$ cat src/rtl/ddrpd_defines.svh
/*
  timing counts, field positions and temperature limits for the power-down host.
  assumes a 125 MHz controller clock and a DDR3 memory clock supplied outside.
*/
`ifndef DDRPD_DEFINES_SVH
`define DDRPD_DEFINES_SVH

`define DDRPD_CLK_PS          8000
`define DDRPD_MR2_AUTO_BIT    6
`define DDRPD_MR2_EXT_BIT     7
`define DDRPD_HOT_C           85
`define DDRPD_MAX_C           95
`define DDRPD_REFI_NORM_NS    7800
`define DDRPD_REFI_HOT_NS     3900
`define DDRPD_REFI_NORM_CYC   ((`DDRPD_REFI_NORM_NS * 1000) / `DDRPD_CLK_PS)
`define DDRPD_REFI_HOT_CYC    ((`DDRPD_REFI_HOT_NS * 1000) / `DDRPD_CLK_PS)
`define DDRPD_PD_MAX_REFI     9
`define DDRPD_ACT_PDEN        1
`define DDRPD_PRE_PDEN        1
`define DDRPD_REF_PDEN        1
`define DDRPD_RD_EXTRA        5
`define DDRPD_WR_EXTRA        4
`define DDRPD_WR_EXTRA_BC4    2
`define DDRPD_WRAP_EXTRA      1
`define DDRPD_TMOD            12
`define DDRPD_CPDED           1
`define DDRPD_PD_MIN          3
`define DDRPD_CKE_MIN         3
`define DDRPD_XPDLL_NS        24
`define DDRPD_XPDLL_CK        10
`define DDRPD_XPDLL_CYC       ((`DDRPD_XPDLL_NS * 1000 + `DDRPD_CLK_PS - 1) \
                               / `DDRPD_CLK_PS)
`define DDRPD_XP              3
`define DDRPD_ANPD            4
`define DDRPD_CNT_W           16

`endif

$ cat src/rtl/ddrpd_pkg.sv
/*
  types shared by the power-down host modules.
  assumes ddrpd_defines.svh is compiled first.
*/
package ddrpd_pkg;
  `include "ddrpd_defines.svh"

  typedef enum logic [3:0] {
    DDRPD_CMD_NOP  = 4'h0,
    DDRPD_CMD_ACT  = 4'h1,
    DDRPD_CMD_PRE  = 4'h2,
    DDRPD_CMD_REF  = 4'h3,
    DDRPD_CMD_RD   = 4'h4,
    DDRPD_CMD_RDA  = 4'h5,
    DDRPD_CMD_WR   = 4'h6,
    DDRPD_CMD_WRA  = 4'h7,
    DDRPD_CMD_MRS  = 4'h8,
    DDRPD_CMD_MPR  = 4'h9,
    DDRPD_CMD_ZQ   = 4'hA,
    DDRPD_CMD_SRE  = 4'hB
  } ddrpd_cmd_type;

  typedef enum logic [4:0] {
    DDRPD_ST_RUN   = 5'h01,
    DDRPD_ST_ENTER = 5'h02,
    DDRPD_ST_DOWN  = 5'h04,
    DDRPD_ST_EXIT  = 5'h08,
    DDRPD_ST_SELF  = 5'h10
  } ddrpd_state_type;
endpackage

$ cat src/rtl/ddrpd_gap_if.sv
/*
  carrier between the host top and its entry-spacing counter.
  assumes one clock domain.
*/
`timescale 1ns/1ps
interface ddrpd_gap_if;
  import ddrpd_pkg::*;
  logic                   issue;
  logic                   tick;
  ddrpd_cmd_type          cmd;
  logic [3:0]             rl;
  logic [3:0]             wl;
  logic [3:0]             wr;
  logic                   bc4_fixed;
  logic                   ready;
  logic                   busy_block;
  modport top (output issue, tick, cmd, rl, wl, wr, bc4_fixed,
               input ready, busy_block);
  modport gap (input issue, tick, cmd, rl, wl, wr, bc4_fixed,
               output ready, busy_block);
endinterface

$ cat src/rtl/ddrpd_host.sv
/*
  host side power-down and self-refresh temperature control for a DDR3 part.
  assumes the memory clock mem_ck is made elsewhere and is sampled here.
*/
// Operation
// [RULE1] above 85 C refresh twice as often, 32 ms period
// [RULE2] self-refresh above 85 C only with auto rate or extended flag
// [RULE3] mode register 2 bit 7 picks normal or extended range
// [RULE4] bit 6 set lets the device pace its own self-refresh
// [RULE5] never set bit 7 while bit 6 is set
// [RULE6] both bits clear allow self-refresh only in normal range
// [RULE7] entry is clock enable low with a no-operation command
// [RULE8] no entry while register set, calibration, read or write runs
// [RULE9] entry allowed while activate, precharge or refresh runs
// [RULE10] wait one clock after activate, precharge or refresh
// [RULE11] read waits latency plus five; register set waits update delay
// [RULE12] write waits latency plus four or two plus recovery, plus one; the code adds the one only for write with auto precharge
// [RULE13] slow exit makes termination asynchronous around power-down; the code does so only with no bank open
// [RULE14] device gates buffers except clock, termination, enable, reset
// [RULE15] only no-operation commands until buffer disable delay passes
// [RULE16] prefer entry with the delay-locked loop locked
// [RULE17] entry while unlocked needs a loop reset after exit
// [RULE18] open bank gives active power-down, else precharge power-down
// [RULE19] hold enable low the minimum time, at most nine intervals
// [RULE20] exit high with no-operation, hold high, wait exit latencies
`timescale 1ns/1ps
module ddrpd_host (
  input  wire logic               clock,
  input  wire logic               rst,
  input  wire logic               mem_ck,
  input  wire logic               cmd_valid,
  input  wire ddrpd_pkg::ddrpd_cmd_type cmd_in,
  input  wire logic [3:0]         rl,
  input  wire logic [3:0]         wl,
  input  wire logic [3:0]         wr,
  input  wire logic               bc4_fixed,
  input  wire logic               pd_req,
  input  wire logic               sr_req,
  input  wire logic               wake_req,
  input  wire logic               want_auto_rate,
  input  wire logic               want_ext_range,
  input  wire logic               slow_exit,
  input  wire logic               dll_locked,
  input  wire logic               bank_open,
  input  wire logic [7:0]         temp_c,
  output logic                    cmd_accept,
  output logic                    cke,
  output ddrpd_pkg::ddrpd_cmd_type cmd_out,
  output logic                    cmd_strobe,
  output logic                    auto_refresh_rate,
  output logic                    extended_range_flag,
  output logic                    odt_async,
  output logic                    dll_reset_req,
  output logic                    refresh_due,
  output logic                    in_power_down,
  output logic                    active_pd
);
  import ddrpd_pkg::*;

  typedef struct packed {
    logic              ck_s1;
    logic              ck_s2;
    logic              ck_s3;
    ddrpd_state_type   state;
    logic [`DDRPD_CNT_W-1:0] cnt;
    logic [`DDRPD_CNT_W-1:0] refi_cnt;
    logic [3:0]        refi_n;
    logic              cke;
    ddrpd_cmd_type     cmd;
    logic              strobe;
    logic              accept;
    logic              auto_rate;
    logic              ext_range;
    logic              odt_async;
    logic              unlocked_entry;
    logic              dll_reset;
    logic              ref_due;
    logic              active;
  } ddrpd_host_type;

  ddrpd_host_type st_ff;
  ddrpd_host_type nxt_st;
  ddrpd_gap_if    gi ();

  logic ck_rise;
  logic hot;
  logic sr_ok;
  logic [`DDRPD_CNT_W-1:0] refi_lim;

  ddrpd_gap u_gap (
    .clock (clock),
    .rst   (rst),
    .g     (gi.gap)
  );

  assign ck_rise  = st_ff.ck_s2 && !st_ff.ck_s3;
  assign hot      = temp_c > 8'(`DDRPD_HOT_C);
  assign refi_lim = hot ? `DDRPD_CNT_W'(`DDRPD_REFI_HOT_CYC) // RULE1
                        : `DDRPD_CNT_W'(`DDRPD_REFI_NORM_CYC);
  assign sr_ok    = !hot || st_ff.auto_rate || st_ff.ext_range; // RULE2 RULE6

  assign gi.issue     = st_ff.strobe && ck_rise;
  assign gi.tick      = ck_rise;
  assign gi.cmd       = st_ff.cmd;
  assign gi.rl        = rl;
  assign gi.wl        = wl;
  assign gi.wr        = wr;
  assign gi.bc4_fixed = bc4_fixed;

  always_comb begin
    nxt_st        = st_ff;
    nxt_st.ck_s1  = mem_ck;
    nxt_st.ck_s2  = st_ff.ck_s1;
    nxt_st.ck_s3  = st_ff.ck_s2;
    nxt_st.accept = 1'b0;
    nxt_st.auto_rate = want_auto_rate; // RULE4
    nxt_st.ext_range = want_ext_range && !want_auto_rate; // RULE3 RULE5
    if (st_ff.strobe && ck_rise) begin
      nxt_st.strobe = 1'b0;
      nxt_st.cmd    = DDRPD_CMD_NOP;
    end
    if (st_ff.refi_cnt >= refi_lim - `DDRPD_CNT_W'(1)) begin // RULE1
      nxt_st.refi_cnt = '0;
      nxt_st.ref_due  = 1'b1;
      if (st_ff.refi_n != 4'hF) begin
        nxt_st.refi_n = st_ff.refi_n + 4'h1;
      end
    end else begin
      nxt_st.refi_cnt = st_ff.refi_cnt + `DDRPD_CNT_W'(1);
    end
    if (ck_rise) begin
      if (st_ff.cnt != '0) begin
        nxt_st.cnt = st_ff.cnt - `DDRPD_CNT_W'(1);
      end
    end
    if (cmd_valid && cmd_in == DDRPD_CMD_REF) begin
      nxt_st.ref_due = 1'b0;
    end
    unique case (st_ff.state)
      DDRPD_ST_RUN: begin
        // launch only mid high phase so the next memory rise sees it
        if (cmd_valid && !st_ff.strobe && st_ff.cnt == '0 &&
            st_ff.ck_s2 && st_ff.ck_s3 &&
            (cmd_in != DDRPD_CMD_SRE || sr_ok)) begin // RULE2
          nxt_st.accept = 1'b1;
          nxt_st.cmd    = (cmd_in == DDRPD_CMD_SRE) ? DDRPD_CMD_REF : cmd_in;
          nxt_st.strobe = 1'b1;
          if (cmd_in == DDRPD_CMD_REF) begin
            nxt_st.refi_cnt = '0; // RULE1
          end
          if (cmd_in == DDRPD_CMD_SRE) begin
            nxt_st.unlocked_entry = 1'b0;
            nxt_st.cke   = 1'b0;
            nxt_st.state = DDRPD_ST_SELF;
          end
        end else if (pd_req && !st_ff.strobe && gi.ready &&
                     !gi.busy_block && st_ff.cnt == '0) begin // RULE8
          nxt_st.state     = DDRPD_ST_ENTER;
          nxt_st.odt_async = slow_exit && !bank_open; // RULE13
          nxt_st.cnt       = `DDRPD_CNT_W'(`DDRPD_ANPD);
        end
      end
      DDRPD_ST_ENTER: begin
        if (st_ff.cnt == '0) begin // RULE13
          nxt_st.cke            = 1'b0; // RULE7
          nxt_st.cmd            = DDRPD_CMD_NOP;
          nxt_st.active         = bank_open; // RULE18
          nxt_st.unlocked_entry = !dll_locked; // RULE16 RULE17
          nxt_st.refi_n         = 4'h0;
          nxt_st.cnt = `DDRPD_CNT_W'(`DDRPD_PD_MIN + `DDRPD_CPDED); // RULE15
          nxt_st.state          = DDRPD_ST_DOWN;
        end
      end
      DDRPD_ST_DOWN: begin
        if (st_ff.cnt == '0 && (wake_req || st_ff.ref_due ||
            st_ff.refi_n >= 4'(`DDRPD_PD_MAX_REFI) - 4'h1)) begin // RULE19
          nxt_st.cke   = 1'b1; // RULE20
          nxt_st.cnt   = `DDRPD_CNT_W'(`DDRPD_ANPD + `DDRPD_XPDLL_CK);
          nxt_st.state = DDRPD_ST_EXIT;
        end
      end
      DDRPD_ST_EXIT: begin
        if (st_ff.cnt == '0) begin
          nxt_st.odt_async = 1'b0; // RULE13
          nxt_st.dll_reset = st_ff.unlocked_entry; // RULE17
          nxt_st.state     = DDRPD_ST_RUN;
          nxt_st.active    = 1'b0;
        end
      end
      DDRPD_ST_SELF: begin
        if (wake_req && !st_ff.strobe) begin
          nxt_st.cke   = 1'b1;
          nxt_st.cnt   = `DDRPD_CNT_W'(`DDRPD_XPDLL_CK);
          nxt_st.state = DDRPD_ST_EXIT;
        end
      end
      default: begin
        nxt_st.state = DDRPD_ST_RUN;
      end
    endcase
    if (st_ff.dll_reset && st_ff.state == DDRPD_ST_RUN) begin
      nxt_st.dll_reset = 1'b0;
    end
  end

  always_ff @(posedge clock or posedge rst) begin
    if (rst) begin
      st_ff       <= '0;
      st_ff.state <= DDRPD_ST_RUN;
      st_ff.cke   <= 1'b1;
      st_ff.cmd   <= DDRPD_CMD_NOP;
    end else begin
      st_ff <= nxt_st;
    end
  end

  always_comb begin
    cmd_accept          = st_ff.accept;
    cke                 = st_ff.cke; // RULE14
    cmd_out             = st_ff.cmd;
    cmd_strobe          = st_ff.strobe;
    auto_refresh_rate   = st_ff.auto_rate;
    extended_range_flag = st_ff.ext_range;
    odt_async           = st_ff.odt_async;
    dll_reset_req       = st_ff.dll_reset;
    refresh_due         = st_ff.ref_due;
    in_power_down       = st_ff.state[2];
    active_pd           = st_ff.active;
  end
endmodule // ddrpd_host

$ cat src/rtl/ddrpd_gap.sv
/*
  counts the least spacing between the last command and power-down entry.
  assumes commands are reported as one-cycle issue pulses.
*/
`timescale 1ns/1ps
module ddrpd_gap (
  input  wire logic  clock,
  input  wire logic  rst,
  ddrpd_gap_if.gap   g
);
  import ddrpd_pkg::*;

  typedef struct packed {
    logic [7:0] wait_cnt;
    logic       blk;
  } ddrpd_gap_type;

  ddrpd_gap_type st_ff;
  ddrpd_gap_type nxt_st;

  function automatic logic [7:0] gap_of(input ddrpd_cmd_type c,
      input logic [3:0] rl, input logic [3:0] wl, input logic [3:0] wr,
      input logic bc4);
    logic [7:0] w;
    w = 8'(wl) + 8'(wr) + (bc4 ? 8'(`DDRPD_WR_EXTRA_BC4)
                               : 8'(`DDRPD_WR_EXTRA));
    unique case (c)
      DDRPD_CMD_ACT: gap_of = 8'(`DDRPD_ACT_PDEN); // RULE10
      DDRPD_CMD_PRE: gap_of = 8'(`DDRPD_PRE_PDEN); // RULE10
      DDRPD_CMD_REF: gap_of = 8'(`DDRPD_REF_PDEN); // RULE10
      DDRPD_CMD_RD,
      DDRPD_CMD_RDA: gap_of = 8'(rl) + 8'(`DDRPD_RD_EXTRA); // RULE11
      DDRPD_CMD_WR:  gap_of = w; // RULE12
      DDRPD_CMD_WRA: gap_of = w + 8'(`DDRPD_WRAP_EXTRA); // RULE12
      DDRPD_CMD_MRS,
      DDRPD_CMD_MPR,
      DDRPD_CMD_ZQ:  gap_of = 8'(`DDRPD_TMOD); // RULE11
      default:       gap_of = 8'h00;
    endcase
  endfunction

  always_comb begin
    nxt_st = st_ff;
    if (g.issue) begin
      nxt_st.wait_cnt = gap_of(g.cmd, g.rl, g.wl, g.wr, g.bc4_fixed);
      nxt_st.blk      = (g.cmd != DDRPD_CMD_ACT) && (g.cmd != DDRPD_CMD_PRE)
                        && (g.cmd != DDRPD_CMD_REF); // RULE8 RULE9
    end else if (st_ff.wait_cnt != 8'h00) begin
      if (g.tick) begin
        nxt_st.wait_cnt = st_ff.wait_cnt - 8'h01;
      end
    end else begin
      nxt_st.blk = 1'b0;
    end
  end

  always_ff @(posedge clock or posedge rst) begin
    if (rst) begin
      st_ff <= '0;
    end else begin
      st_ff <= nxt_st;
    end
  end

  assign g.ready      = (st_ff.wait_cnt == 8'h00) && !g.issue;
  assign g.busy_block = st_ff.blk;
endmodule // ddrpd_gap

$ cat config.mk
export PLATFORM = sky130hd
export DESIGN_NAME = ddrpd_host
export DESIGN_NICKNAME = d
export VERILOG_FILES = /design/src/rtl/ddrpd_pkg.sv /design/src/rtl/ddrpd_gap_if.sv /design/src/rtl/ddrpd_host.sv /design/src/rtl/ddrpd_gap.sv
export VERILOG_INCLUDE_DIRS = /design/src /design/src/rtl
export SDC_FILE = /design/constraint.sdc
export NUM_CORES = 1
export LEC_CHECK = 0
export ABC_AREA = 1
export BUFFER_PORTS_ARGS = -buffer_cell sky130_fd_sc_hd__clkbuf_2
export CAP_MARGIN = 25
export CELL_PAD_IN_SITES_DETAIL_PLACEMENT = 1
export CELL_PAD_IN_SITES_GLOBAL_PLACEMENT = 1
export CORE_MARGIN = 4
export CORE_UTILIZATION = 41
export CTS_BUF_LIST = sky130_fd_sc_hd__clkbuf_16
export DETAILED_ROUTE_END_ITERATION = 8
export GPL_TIMING_DRIVEN = 0
export PLACE_DENSITY = 0.78
export SLEW_MARGIN = 10
export SYNTH_ARGS = -nofsm -noshare
export SYNTH_HDL_FRONTEND = slang
export SYNTH_SLANG_ARGS = --single-unit
$ cat constraint.sdc
create_clock -name clock -period 2.05 [get_ports clock]
set_input_delay 0.1025 -clock clock [delete_from_list [all_inputs] [get_ports clock]]
set_output_delay 0.1025 -clock clock [all_outputs]
set_load 0.02 [all_outputs]
# --- After elaboration in Yosys (flattened, before gate mapping) ---
# Index checks and enable logic that the tools add are counted.
word_totals:
  word_cells: 171
  in_bits: 37
  ff_bits: 67
op_classes:
  n_addsub: 9
  eq_ne: 33
  n_reduce_logical: 56
  muxes: 50
  magnitude_cmp: 3
op_table:
  columns: ["cell", "count"]
  rows:
  - ["$mux 16", 7]
  - ["$mux 21", 4]
  - ["$pmux 16 s4", 1]
  - ["$pmux 8 s5", 1]
  - ["$pmux 5 s5", 1]
  - ["$logic_and 1x1->1", 20]
  - ["$mux 5", 4]
  - ["$mux 9", 2]
  - ["$add 16x1->16 const B", 1]
  - ["$eq 4x3->1 const B", 4]
  - ["$eq 4x4->1 const B", 4]
  - ["$ge 16x16->1", 1]
  - ["$logic_not 16->1", 1]
  - ["$mux 4", 4]
  - ["$mux 8", 2]
  - ["$ne 2x2->1 const B", 8]
  - ["$reduce_bool 16->1", 1]
  - ["$reduce_bool 2->1", 8]
  - ["$sub 16x1->16 const B", 1]
  - ["$mux 1", 15]
  - ["$eq 4x2->1 const B", 3]
  - ["$reduce_and 6->1", 2]
  - ["$sub 10x1->11 const B", 1]
  - ["$mux 10", 1]
  - ["other kinds (35)", 54]

# --- Logic depth before layout (Yosys ltp) ---
# Gate-level depths: netlist of the first run.
depth:
  ltp_word: 11
  ltp_mapped: 15

# --- Hierarchy ---
# From an unflattened synthesis of the first run, not the netlist that was laid out.
unflattened:
  cells_unflattened: 569
  area_unflattened_um2: 4331.7
modules_own_cells:
  columns: ["mod", "instances", "cells_each", "seq_area_each_um2", "area_per_inst_um2"]
  rows:
  - ["ddrpd_host", 1, 402, 1453.9, 3270.6]
  - ["ddrpd_gap", 1, 167, 225.2, 1061.0]

# --- Worst setup path before layout of the first run ---
# No wires, ideal clock.
synth_timing:
  path_kind: "input port to flip-flop"
  from: "input wl[0]"
  to: "register u_gap.st_ff[3] (netlist name)"
  stages: 11
  setup_slack_ns: -0.052
  t_required_ns: 1.913
  path_buffers: 0
  setup_time_ns: 0.137
  t_arrival_ns: 1.965
  path_cell_list: "ha_1 fa_1 ha_1 fa_1 nand2_1 inv_1 nor2_1 nand2_1 nand3_1 o21ai_0 a31oi_1"
synth_via:
  elab_chain_cells: 5
synth_rtl:
  columns: ["element", "line_no", "text"]
  rows:
  - ["from (decl)", "ddrpd_host.sv:34", "input wire logic [3:0] wl,"]
  - ["$add 4x4->5 *", "ddrpd_gap.sv:25", "w = 8'(wl) + 8'(wr) + (bc4 ? 8'(`DDRPD_WR_EXTRA_BC4)"]
  - ["$add 8x8->8 *", "ddrpd_gap.sv:25", null]
  - ["$add 8x1->8", "ddrpd_gap.sv:34", "DDRPD_CMD_WRA: gap_of = w + 8'(`DDRPD_WRAP_EXTRA);"]
  - ["$pmux 8 s5 *", "ddrpd_gap.sv:27", "unique case (c)"]
  - ["$mux 9 *", "ddrpd_gap.sv:44", "if (g.issue) begin"]
  - ["to (signal assigned)", "ddrpd_gap.sv:61", "st_ff <= nxt_st;"]
  - ["to (decl)", "ddrpd_gap.sv:18", "ddrpd_gap_type st_ff;"]
# Mark *: on every way between the ends. The rest lies on a longest branch, timed or not.
# A chain may end at the register's enable or synchronous reset.

==> Flow_metrics.wiki, run 1 <==
{| class="wikitable"
! Metric !! Value
|-
| Worst slew margin || 0.6622
|-
| Total vias in the final route || 4082
|-
| RSZ-0062 raised after global routing || true
|-
| Mean post-synth cell area || 7.467 um2
|-
| Antenna Nets Post-Route || 0
|-
| Dominant combinational cell family by area after synthesis || simple AND/OR/NAND/NOR gates
|-
| 1st-iter DRT viols || 155
|-
| Most frequent cell on the critical path || nor2_4
|-
| # DRC || 0
|-
| Leading cell type in the layout, fill and taps excluded || nand2_1
|-
| Top cells by area in the synthesized netlist || dfrtp_1 39%, nand2_1 10%, nor2_1 8.2%, inv_1 7.0%, ha_1 5.1%
|-
| # placed instances || 743
|-
| First-pass GRT wire length || 18820 um
|-
| Area growth syn-to-layout || 31.11%
|-
| Worst clock skew || 0.01018 ns
|-
| GP Congestion || 0.8129
|-
| Input/output buffers || 48
|-
| Required time of the critical path || 2.26 ns
|-
| Maximum achievable frequency || 0.4861 GHz
|-
| Seq cells post-synth || 67
|-
| Number of sinks handled by clock tree synthesis || 67
|-
| Die height || 108.7 um
|-
| Post-route total power || 4412 uW
|-
| Shortest clock period the worst path allows after layout || 2.057 ns
|-
| Worst stage delay on the critical path || 0.42 ns
|-
| Pre-Repair DR Iteration Count || 4
|-
| H-Tree Level Count || 3
|-
| Max FO, Critical Path || 6
|-
| Buf+Inv Stages, Crit Path || 3
|-
| Detailed Place HPWL || 8189 um
|-
| Fin nets || 713
|-
| Total I/O pin count || 51
|-
| Critical-path top delay cell || dfrtp_1
|-
| Total CTS buffers || 9
|-
| Post-Synthesis Cell Area || 4159 um2
|-
| Average wire per cell in the routed design || 16.12 um
|-
| Portion of the post-synthesis area used by sequential elements || 0.4037
|-
| Finished Core Util || 0.5553
|-
| Total core area || 9819 um2
|-
| Type of destination of the critical path || flip-flop
|-
| Largest net degree at the start of global routing || 53
|-
| Adder and majority gate portion of the synthesized area || 0.06077
|-
| Tot GR Track Use || 0.1983
|-
| Worst EP arrival || 2.27 ns
|-
| Post-route design area || 5453 um2
|-
| Diodes inserted || 0
|-
| Number of non-filler instances in the completed layout || 795
|-
| Final setup violation count || 4
|-
| Post-Place Cell Area || 4626 um2
|-
| Clock latency of the later-clocked register in the worst-skew pair || 0.34 ns
|-
| Clock transition at the register clock pins on the worst setup and hold paths after CTS || 0.06 ns
|-
| Number of global-route vias before repair || 4163
|-
| Peak ir drop on the vdd network || 0.5817 mV
|-
| Hold Crit Class || in -> reg
|-
| TritonCTS clock tree || yes
|-
| Number of endpoints with negative hold slack in the final report || 0
|-
| Least-Margin Pin Slew || 0.5068 ns
|-
| Maxcap violations || 0
|-
| Final period util || 1.003
|-
| Final slew viol count || 0
|-
| Total gr overflow || 0
|-
| Number of distinct library cells after synthesis || 38
|-
| Outcome || finished, violations left
|-
| Reported leakage power || 0.002632 uW
|-
| Critical path startpoint category || flip-flop
|-
| Via-to-Cell Ratio || 5.135
|-
| Total die area || 11820 um2
|-
| Areal power density over the cells || 809.1 nW/um2
|-
| DRT Wirelength || 12820 um
|-
| Antenna violations before repair || 0
|-
| Family with the most delay on the worst path || simple AND/OR/NAND/NOR gates
|-
| Commonest cells after routing, fill and taps aside || 108 x nand2_1, 75 x nor2_1, 73 x inv_1
|-
| Cell at the root of the clock tree || clkbuf_16
|-
| Cell type with the highest aggregate area in the netlist || dfrtp_1
|-
| Die span in x || 108.7 um
|-
| Effective utilization at floorplan || 0.4235
|-
| Synth warn || 0
|-
| Synthesized instance count || 557
|-
| Worst-case setup margin in the final layout || -0.007022 ns
|-
| Area share of the largest cell type after synthesis || 0.3911
|-
| # rows || 36
|-
| Failing checks || negative setup slack
|-
| Share of cells above drive strength 1 || 0.2492
|-
| Post-synthesis simple-gate area fraction || 0.3075
|-
| Fraction of synthesized cell area in xor and xnor cells || 0.05686
|-
| Cell breakdown of the critical path || nor2_2 -> nand2_2 -> nor2_4 -> nand2_2 -> nor2_4 -> inv_4 -> nor2_4 -> nand2_4 -> nor2_4 -> inv_2 -> o21ai_4 -> buf_6 -> nor2_2
|-
| Mux cell area share after synthesis || 0
|-
| Clk buf depth || 2
|-
| Kind of critical path || reg -> reg
|-
| Setup tns final || -0.01390 ns
|-
| Share of the synthesized area in compound gates (AO/OA/AOI/OAI) || 0.08273
|}
==> worst min-delay path, stage by stage <==
cell and delay, ns:
clkbuf_2 0.10, nand2_1 0.05, nand2_1 0.05
==> layout make-up <==
type / count / area, um2
Buffer: 8 / 65.06
Timing Repair Buffer: 85 / 584.3
Clock buffer: 9 / 225.2
Inverter: 82 / 317.8
Tap cell: 133 / 166.4
Sequential cell: 67 / 1683
Multi-Input combinational cell: 404 / 2303
Fill cell: 1286 / 4367
Clock inverter: 7 / 107.6
==> Yosys cell counts (all sizes together) <==
cell	count
nor3b	2
nor3	10
nand4	10
nor2	99
o211ai	2
inv	81
dfrtp	65
clkinv	1
a21oi	17
nand2	117
and2	1
nand3	42
o22ai	1
a31oi	1
ha	17
dfstp	2
nor4	3
o21ai	35
a21o	1
conb	1
xnor2	7
xor2	20
or2	2
clkbuf	2
nand3b	4
o21bai	3
fa	2
a211oi	1
o31ai	2
buf	6
==> power breakdown <==
| part | total (uW) | switching, uW | internal [uW] | leakage [uW] |
|---|---|---|---|---|
| Combinational | 985 | 570 | 416 | 0.00167 |
| Sequential | 1670 | 175 | 1490 | 0.000798 |
| Clock | 1760 | 584 | 1170 | 0.000168 |
| Total | 4410 | 1330 | 3080 | 0.00263 |
==> flip-flops by register name, indices dropped and copies added (netlist names) <==
register	count
active_pd	1
auto_refresh_rate	1
cke	1
cmd_accept	1
cmd_out	4
cmd_strobe	1
dll_reset_req	1
extended_range_flag	1
in_power_down	1
nxt_st	2
odt_async	1
refresh_due	1
st_ff	42
u_gap.g.busy_block	1
u_gap.st_ff	8
==> kinds of logic after synthesis <==
kind of cell             after synthesis
AO/OA/AOI/OAI                         63
flip-flops                            67
adder cells (fa/ha/maj)               19
buffers and inverters                 90
other                                  1
AND/OR/NAND/NOR                      290
XOR/XNOR                              27
==> metal layers <==
metal / global-route usage / vias up / wire (um) / share of wire
li1: - / 1967 / - / -
met1: 0.2344 / 2024 / 5257 / 0.41
met2: 0.3667 / 65 / 7007 / 0.55
met3: 0.03138 / 26 / 324 / 0.025
met4: 0.06132 / 0 / 230 / 0.018
met5: 0 / - / 0 / 0
==> per-stage QoR <==
step / hold slack, ns / worst slack [ns]
2_1_floorplan: 0.1339 / -0.05106
3_3_place_gp: 0.2141 / -0.5964
3_5_place_dp: 0.04865 / -0.3918
4_1_cts: 0.008388 / -0.002555
5_1_grt: 0.03149 / -0.1073
6_report: 0.01458 / -0.007022
==> timing repair <==
action | CTS | global route
resized for setup | 11 | 55
hold buffers | 5 | 0
setup endpoints to repair | 34 | 38
pin swaps | 5 | 27
cloned | 0 | 2
endpoints found under the hold margin | 19 | 0
setup buffers | 1 | 28
==> path summary, 6_finish.rpt <==
check                           startpoint    endpoint  slack (ns)  depth (start not counted)
worst max-delay path             st_ff[37]   st_ff[28]      -0.007                         13
worst min-delay path             cmd_in[0]  cmd_out[0]        0.01                          3
worst max register to register   st_ff[37]   st_ff[28]      -0.007                         13
worst min register to register  nxt_st[56]  nxt_st[55]        0.35                          0
max in group asynchronous              rst   st_ff[50]        1.21                          4
min in group asynchronous              rst   st_ff[43]        0.25                          3
Power figures use the tool's default switching activity.
==> inputs of run 2 (changes only) <==
--- a/config.mk
+++ b/config.mk
@@ -16,7 +16,7 @@
 export CTS_BUF_LIST = sky130_fd_sc_hd__clkbuf_16
 export DETAILED_ROUTE_END_ITERATION = 8
 export GPL_TIMING_DRIVEN = 0
-export PLACE_DENSITY = 0.78
+export PLACE_DENSITY = 0.82
 export SLEW_MARGIN = 10
 export SYNTH_ARGS = -nofsm -noshare
 export SYNTH_HDL_FRONTEND = slang
==> run 2 against run 1 <==
Against the previous run: the flow still finishes with violations (negative setup slack); critical path depth rose by 1; cell area is 0.92% higher; worst setup slack worse by 0.069 ns; clock skew shrank 0.0017 ns; fmax is 3.2% lower; combinational power up 5%; largest cell class unchanged; highest routed layer unchanged.
==> Flow_metrics.wiki, run 2 (synthesized netlist as in run 1, its figures left out) <==
{| class="wikitable"
! Metric !! Value
|-
| Outcome || finished, violations left
|-
| Failing checks || negative setup slack
|-
| Most frequent cell on the critical path || nor2_4
|-
| TritonCTS clock tree || yes
|-
| Detailed Place HPWL || 8413 um
|-
| Leading cell type in the layout, fill and taps excluded || nand2_1
|-
| Total gr overflow || 0
|-
| Maxcap violations || 0
|-
| Antenna Nets Post-Route || 0
|-
| Type of destination of the critical path || flip-flop
|-
| Worst-case setup margin in the final layout || -0.07571 ns
|-
| Average wire per cell in the routed design || 18.00 um
|-
| RSZ-0062 raised after global routing || true
|-
| Worst setup slack for register-to-register paths || -0.08 ns
|-
| Worst stage delay on the critical path || 0.43 ns
|-
| Sequential group share of total power || 0.363
|-
| Cell at the root of the clock tree || clkbuf_16
|-
| Number of global-route vias before repair || 4297
|-
| Family with the most delay on the worst path || simple AND/OR/NAND/NOR gates
|-
| Final slew viol count || 0
|-
| Total core area || 9819 um2
|-
| Number of fill cells in the layout || 1252
|-
| Worst clock skew || 0.008531 ns
|-
| Worst slew margin || 0.6626
|-
| Commonest cells after routing, fill and taps aside || 104 x nand2_1, 72 x inv_1, 70 x nor2_1
|-
| First-pass GRT wire length || 19730 um
|-
| Pre-Repair DR Iteration Count || 4
|-
| Shortest clock period the worst path allows after layout || 2.126 ns
|-
| Final setup violation count || 24
|-
| Share of cells above drive strength 1 || 0.2598
|-
| Reg-to-reg critical path startpoint || st_ff[40]
|-
| RR Endpoint || st_ff[54]
|-
| Area growth syn-to-layout || 32.31%
|-
| Cell breakdown of the critical path || nor2_2 -> nand2_2 -> nor2_4 -> nand2_4 -> nor2_4 -> inv_4 -> nor2_4 -> nand2_4 -> buf_4 -> nand3_1 -> nand2_2 -> nor2_2 -> nand2_1 -> nand2_1
|-
| Maximum achievable frequency || 0.4704 GHz
|-
| # DRC || 0
|-
| 1st-iter DRT viols || 170
|-
| Cell count of the worst reg-to-reg path || 14
|-
| Critical path startpoint category || flip-flop
|-
| Hold Crit Endpoint || cmd_out[2]
|-
| Total internal power || 3124 uW
|-
| GP Congestion || 0.8248
|-
| # rows || 36
|-
| Area of the multi-input gates || 2321 um2
|-
| Largest net degree at the start of global routing || 51
|-
| Kind of critical path || reg -> reg
|-
| Clock latency of the later-clocked register in the worst-skew pair || 0.36 ns
|-
| Peak ir drop on the vdd network || 0.5130 mV
|-
| Sw Pwr || 1434 uW
|-
| Reported leakage power || 0.002643 uW
|-
| Sw Share || 0.3146
|-
| Final period util || 1.037
|-
| Critical-path top delay cell || dfrtp_1
|-
| Via-to-Cell Ratio || 5.265
|-
| Startpoint of the most critical setup path || st_ff[40]
|-
| Clk buf depth || 2
|-
| Antenna violations before repair || 0
|-
| DRT Wirelength || 14380 um
|-
| Die height || 108.7 um
|-
| Clock share of power || 0.411
|-
| Effective utilization at floorplan || 0.4235
|-
| Tot GR Track Use || 0.2119
|-
| Buf+Inv Stages, Crit Path || 2
|-
| # placed instances || 743
|-
| Hold Crit Class || in -> reg
|-
| Startpoint of the tightest hold check path || cmd_in[2]
|-
| H-Tree Level Count || 3
|-
| Die span in x || 108.7 um
|-
| Clock transition at the register clock pins on the worst setup and hold paths after CTS || 0.06 ns
|-
| Register name with the most flops || st_ff
|-
| Fin nets || 717
|-
| Areal power density over the cells || 828.4 nW/um2
|-
| Setup tns final || -0.9310 ns
|-
| Combinational fraction of design power || 0.225
|-
| Diodes inserted || 0
|-
| Number of sinks handled by clock tree synthesis || 67
|-
| WHS Path Cells || 3
|-
| Total CTS buffers || 9
|-
| Input/output buffers || 48
|-
| Post-route total power || 4558 uW
|-
| Number of non-filler instances in the completed layout || 799
|-
| Worst EP arrival || 2.41 ns
|-
| Max FO, Critical Path || 6
|-
| Total I/O pin count || 51
|-
| Total vias in the final route || 4207
|-
| Worst hold margin || 0.05436 ns
|-
| Max reg flops || 42
|-
| Worst setup timing slack at the placement stage || -0.3709 ns
|-
| Total die area || 11820 um2
|-
| Required time of the critical path || 2.34 ns
|-
| Least-Margin Pin Slew || 0.5050 ns
|-
| Area occupied by registers || 1679 um2
|-
| Number of endpoints with negative hold slack in the final report || 0
|}
[run 2: how the worst max path moves through the flow]
stage,endpoint,slack [ns],depth (start not counted)
3_3_place_gp,u_gap.st_ff[5],-0.56,2
2_1_floorplan,u_gap.st_ff[5],-0.05,12
6_report,st_ff[54],-0.08,14
3_5_place_dp,u_gap.st_ff[3],-0.37,12
5_1_grt,st_ff[44],-0.17,13
4_1_cts,u_gap.st_ff[3],0.002,12
[run 2: power groups by stage]
stage	clock network, uW	logic, uW	registers, uW
2_1_floorplan	0	602	1630
3_5_place_dp	0	804	1660
6_report	1870	1030	1660
4_1_cts	1840	876	1640
5_1_grt	1960	1160	1680
3_3_place_gp	0	737	1650
[run 2: per-stage QoR]
step / utilization / area (um2)
after floorplan: - / 4189
after global routing: 0.5604 / 5503
after global placement: 0.4680 / 4596
final: 0.5604 / 5503
after detailed placement: 0.4711 / 4626
after CTS: 0.5199 / 5105
[run 2: final cells by class]
class / count / area share
Buffer: 8 / 0.01182
Clock buffer: 9 / 0.04093
Clock inverter: 7 / 0.02251
Inverter: 82 / 0.05730
Multi-Input combinational cell: 404 / 0.4218
Sequential cell: 67 / 0.3051
Tap cell: 133 / 0.03024
Timing Repair Buffer: 89 / 0.1103
[run 2: worst register-to-register path: cells and delay by family (launching register included)]
family / cells / cell delay, ns
buffers and inverters: 2 / 0.22
AND/OR/NAND/NOR: 12 / 1.40
flip-flops: 1 / 0.43
[run 2: layer usage]
layer	share of wire	GRT usage
met1	0.40	0.2452
met2	0.53	0.3853
met3	0.036	0.04796
met4	0.034	0.07033
met5	0	0
[run 2: what timing repair did]
item / 4_1_cts / 5_1_grt
pin swaps: 4 / 19
setup endpoints to repair: 34 / 45
cloned: 0 / 2
gates resized for setup: 11 / 53
hold endpoints to repair: 23 / 0
setup buffers: 4 / 27
hold buffers: 7 / 0
==> inputs of run 3 (changes only) <==
--- a/config.mk
+++ b/config.mk
@@ -6,7 +6,6 @@
 export SDC_FILE = /design/constraint.sdc
 export NUM_CORES = 1
 export LEC_CHECK = 0
-export ABC_AREA = 1
 export BUFFER_PORTS_ARGS = -buffer_cell sky130_fd_sc_hd__clkbuf_2
 export CAP_MARGIN = 25
 export CELL_PAD_IN_SITES_DETAIL_PLACEMENT = 1
@@ -16,7 +15,7 @@
 export CTS_BUF_LIST = sky130_fd_sc_hd__clkbuf_16
 export DETAILED_ROUTE_END_ITERATION = 8
 export GPL_TIMING_DRIVEN = 0
-export PLACE_DENSITY = 0.82
+export PLACE_DENSITY = 0.8
 export SLEW_MARGIN = 10
 export SYNTH_ARGS = -nofsm -noshare
 export SYNTH_HDL_FRONTEND = slang
==> run 3 against run 2 <==
Against the previous run: the run still ends with negative setup slack left; via count fell by 5.6%; fmax fell by 21%; register-to-register slack got worse by 0.58 ns; area after synthesis fell by 4.1%; largest cell class unchanged; highest routed layer unchanged.
==> Flow_metrics.wiki, run 3 <==
{| class="wikitable"
! Metric !! Value
|-
| Outcome || finished, violations left
|-
| Failing checks || negative setup slack
|-
| Number of non-filler instances in the completed layout || 683
|-
| H-Tree Level Count || 3
|-
| Worst slew margin || 0.5724
|-
| Total core area || 9371 um2
|-
| TritonCTS clock tree || yes
|-
| # rows || 35
|-
| Total gr overflow || 0
|-
| Top flip-flop cell by instance count after synthesis || dfrtp_1
|-
| Maxcap violations || 0
|-
| Top cells by count, synth || 65 x dfrtp_1, 56 x nor2_1, 33 x nand2_1
|-
| Tot GR Track Use || 0.2151
|-
| Seq cells post-synth || 67
|-
| Cell count of the worst reg-to-reg path || 6
|-
| Effective utilization at floorplan || 0.4255
|-
| Final slew viol count || 0
|-
| Most instantiated library cell after synthesis || dfrtp_1
|-
| Area growth syn-to-layout || 38.28%
|-
| Total CTS buffers || 9
|-
| Kind of critical path || reg -> reg
|-
| Max reg flops || 42
|-
| Input/output buffers || 48
|-
| Total vias in the final route || 3973
|-
| Type of destination of the critical path || flip-flop
|-
| Die height || 106.6 um
|-
| Number of synthesized flops with an enable pin || 0
|-
| Worst stage delay on the critical path || 0.58 ns
|-
| # placed instances || 623
|-
| Maximum achievable frequency || 0.3703 GHz
|-
| Max FO, Critical Path || 3
|-
| Areal power density over the cells || 817.1 nW/um2
|-
| Async S/R FF share, synth || 1.000
|-
| Antenna violations before repair || 0
|-
| Detailed Place HPWL || 8040 um
|-
| Required time of the critical path || 2.30 ns
|-
| DRT Wirelength || 14870 um
|-
| Fin nets || 605
|-
| Number of sinks handled by clock tree synthesis || 67
|-
| Portion of the post-synthesis area used by sequential elements || 0.4211
|-
| Final period util || 1.317
|-
| Total I/O pin count || 51
|-
| Die span in x || 106.6 um
|-
| Finished Core Util || 0.5884
|-
| Share of cells above drive strength 1 || 0.3412
|-
| Post-Synthesis Cell Area || 3988 um2
|-
| Worst setup slack for register-to-register paths || -0.65 ns
|-
| Clock transition at the register clock pins on the worst setup and hold paths after CTS || 0.06 ns
|-
| Number of global-route vias before repair || 3934
|-
| Startpoint of the tightest hold check path || bank_open
|-
| Top cells by area in the synthesized netlist || dfrtp_1 41%, ha_1 5.3%, nor2_1 5.3%, xor2_1 4.2%, o21ai_0 4.0%
|-
| Diodes inserted || 0
|-
| RSZ-0062 raised after global routing || true
|-
| Worst-case setup margin in the final layout || -0.6508 ns
|-
| Leading cell type in the layout, fill and taps excluded || dfrtp_1
|-
| Final setup violation count || 45
|-
| Hold Crit Class || in -> reg
|-
| Worst clock skew || 0.007091 ns
|-
| Register name with the most flops || st_ff
|-
| Clock latency of the later-clocked register in the worst-skew pair || 0.34 ns
|-
| RR Endpoint || odt_async
|-
| Setup tns final || -20.11 ns
|-
| Number of endpoints with negative hold slack in the final report || 0
|-
| Average wire per cell in the routed design || 21.77 um
|-
| Number of distinct library cells after synthesis || 57
|-
| Cell breakdown of the critical path || or4_4 -> or3_4 -> nor4b_4 -> nand3_2 -> or4b_1 -> o21ai_1
|-
| Least-Margin Pin Slew || 0.6357 ns
|-
| WHS Path Cells || 3
|-
| Antenna Nets Post-Route || 0
|-
| Reported leakage power || 0.002376 uW
|-
| First-pass GRT wire length || 19640 um
|-
| Mean post-synth cell area || 9.042 um2
|-
| Shortest clock period the worst path allows after layout || 2.701 ns
|-
| Critical-path top delay cell || or4_4
|-
| Worst EP arrival || 2.95 ns
|-
| Pre-Repair DR Iteration Count || 5
|-
| Total die area || 11370 um2
|-
| Synthesized instance count || 441
|-
| GP Congestion || 0.8584
|-
| Cell at the root of the clock tree || clkbuf_16
|-
| # DRC || 0
|-
| Hold Crit Endpoint || active_pd
|-
| 1st-iter DRT viols || 195
|-
| Largest net degree at the start of global routing || 42
|-
| Via-to-Cell Ratio || 5.817
|-
| Peak ir drop on the vdd network || 0.5119 mV
|-
| Synth warn || 0
|-
| Critical path startpoint category || flip-flop
|-
| Cell type with the highest aggregate area in the netlist || dfrtp_1
|-
| Worst setup timing slack at the placement stage || -0.7427 ns
|-
| Reg-to-reg critical path startpoint || u_gap.st_ff[6]
|-
| Area share of the largest cell type after synthesis || 0.4079
|-
| Commonest cells after routing, fill and taps aside || 63 x dfrtp_1, 48 x clkbuf_2, 40 x nor2_1
|-
| Worst hold margin || 0.03453 ns
|-
| Clk buf depth || 2
|}
-- run 3: cell type report --
class / instances / area (um2)
inverters: 17 / 66.31
plain buffers: 15 / 100.1
clock inverters: 7 / 52.55
clock buffers: 9 / 225.2
flip-flops and latches: 67 / 1682
fillers: 1069 / 3857
repair buffers: 94 / 671.9
well taps: 129 / 161.4
multi-input cells: 345 / 2555
-- run 3: cells by family (layout without fill, tap and decap cells) --
kind of cell	Yosys count	count (layout)	share of synthesized area
other	1	5	0.0009404
buffers and inverters	33	142	0.03734
DFF	67	67	0.4211
and+or+nand+nor	189	189	0.2416
xor gates and xnor gates	34	34	0.07468
adders and majority gates	19	19	0.06338
muxes	6	6	0.01506
AOI/OAI and AO/OA	92	92	0.1459
-- run 3: worst max-delay path by stage --
stage,startpoint,end,slack (ns),cells past startpoint
after floorplan,st_ff[42],st_ff[24],-0.32,8
after global placement,st_ff[34],st_ff[34],-0.63,9
after detailed placement,st_ff[34],st_ff[48],-0.74,9
final,u_gap.st_ff[6],odt_async,-0.65,6
after global routing,u_gap.st_ff[6],odt_async,-0.71,6
after CTS,st_ff[41],st_ff[26],-0.63,8
-- run 3: per-stage QoR --
step,total power (uW),cell area (um2)
after global placement,2513,4466
after floorplan,2322,4064
after CTS,4113,4985
after detailed placement,2591,4488
final,4505,5514
after global routing,4725,5514
-- run 3: power by group --
part / switching, uW / internal (uW) / leakage (uW)
Sequential: 203 / 1500 / 0.000798
Combinational: 709 / 633 / 0.00144
Clock: 634 / 824 / 0.000136
-- run 3: metal layers --
metal	up-vias	GRT usage	wire length [um]	part of all wire
met2	153	0.3624	7562	0.51
met4	0	0.07397	502	0.034
met3	51	0.04214	794	0.053
met1	1994	0.2766	6013	0.40
met5	-	0	0	0
li1	1775	-	-	-
-- run 3: repair_timing --
action / CTS / global route
hold buffers: 4 / 0
buffers inserted: 13 / 25
endpoints found under the hold margin: 28 / 0
pin swaps: 10 / 26
endpoints found under the setup margin: 52 / 54
cloned: 0 / 3
gates resized for setup: 23 / 91
-- run 3: critical path: cells and delay by family (launching register included) --
kind,cells,cell delay (ns)
AOI/OAI and AO/OA,1,0.12
DFF,1,0.42
and+or+nand+nor,5,2.08
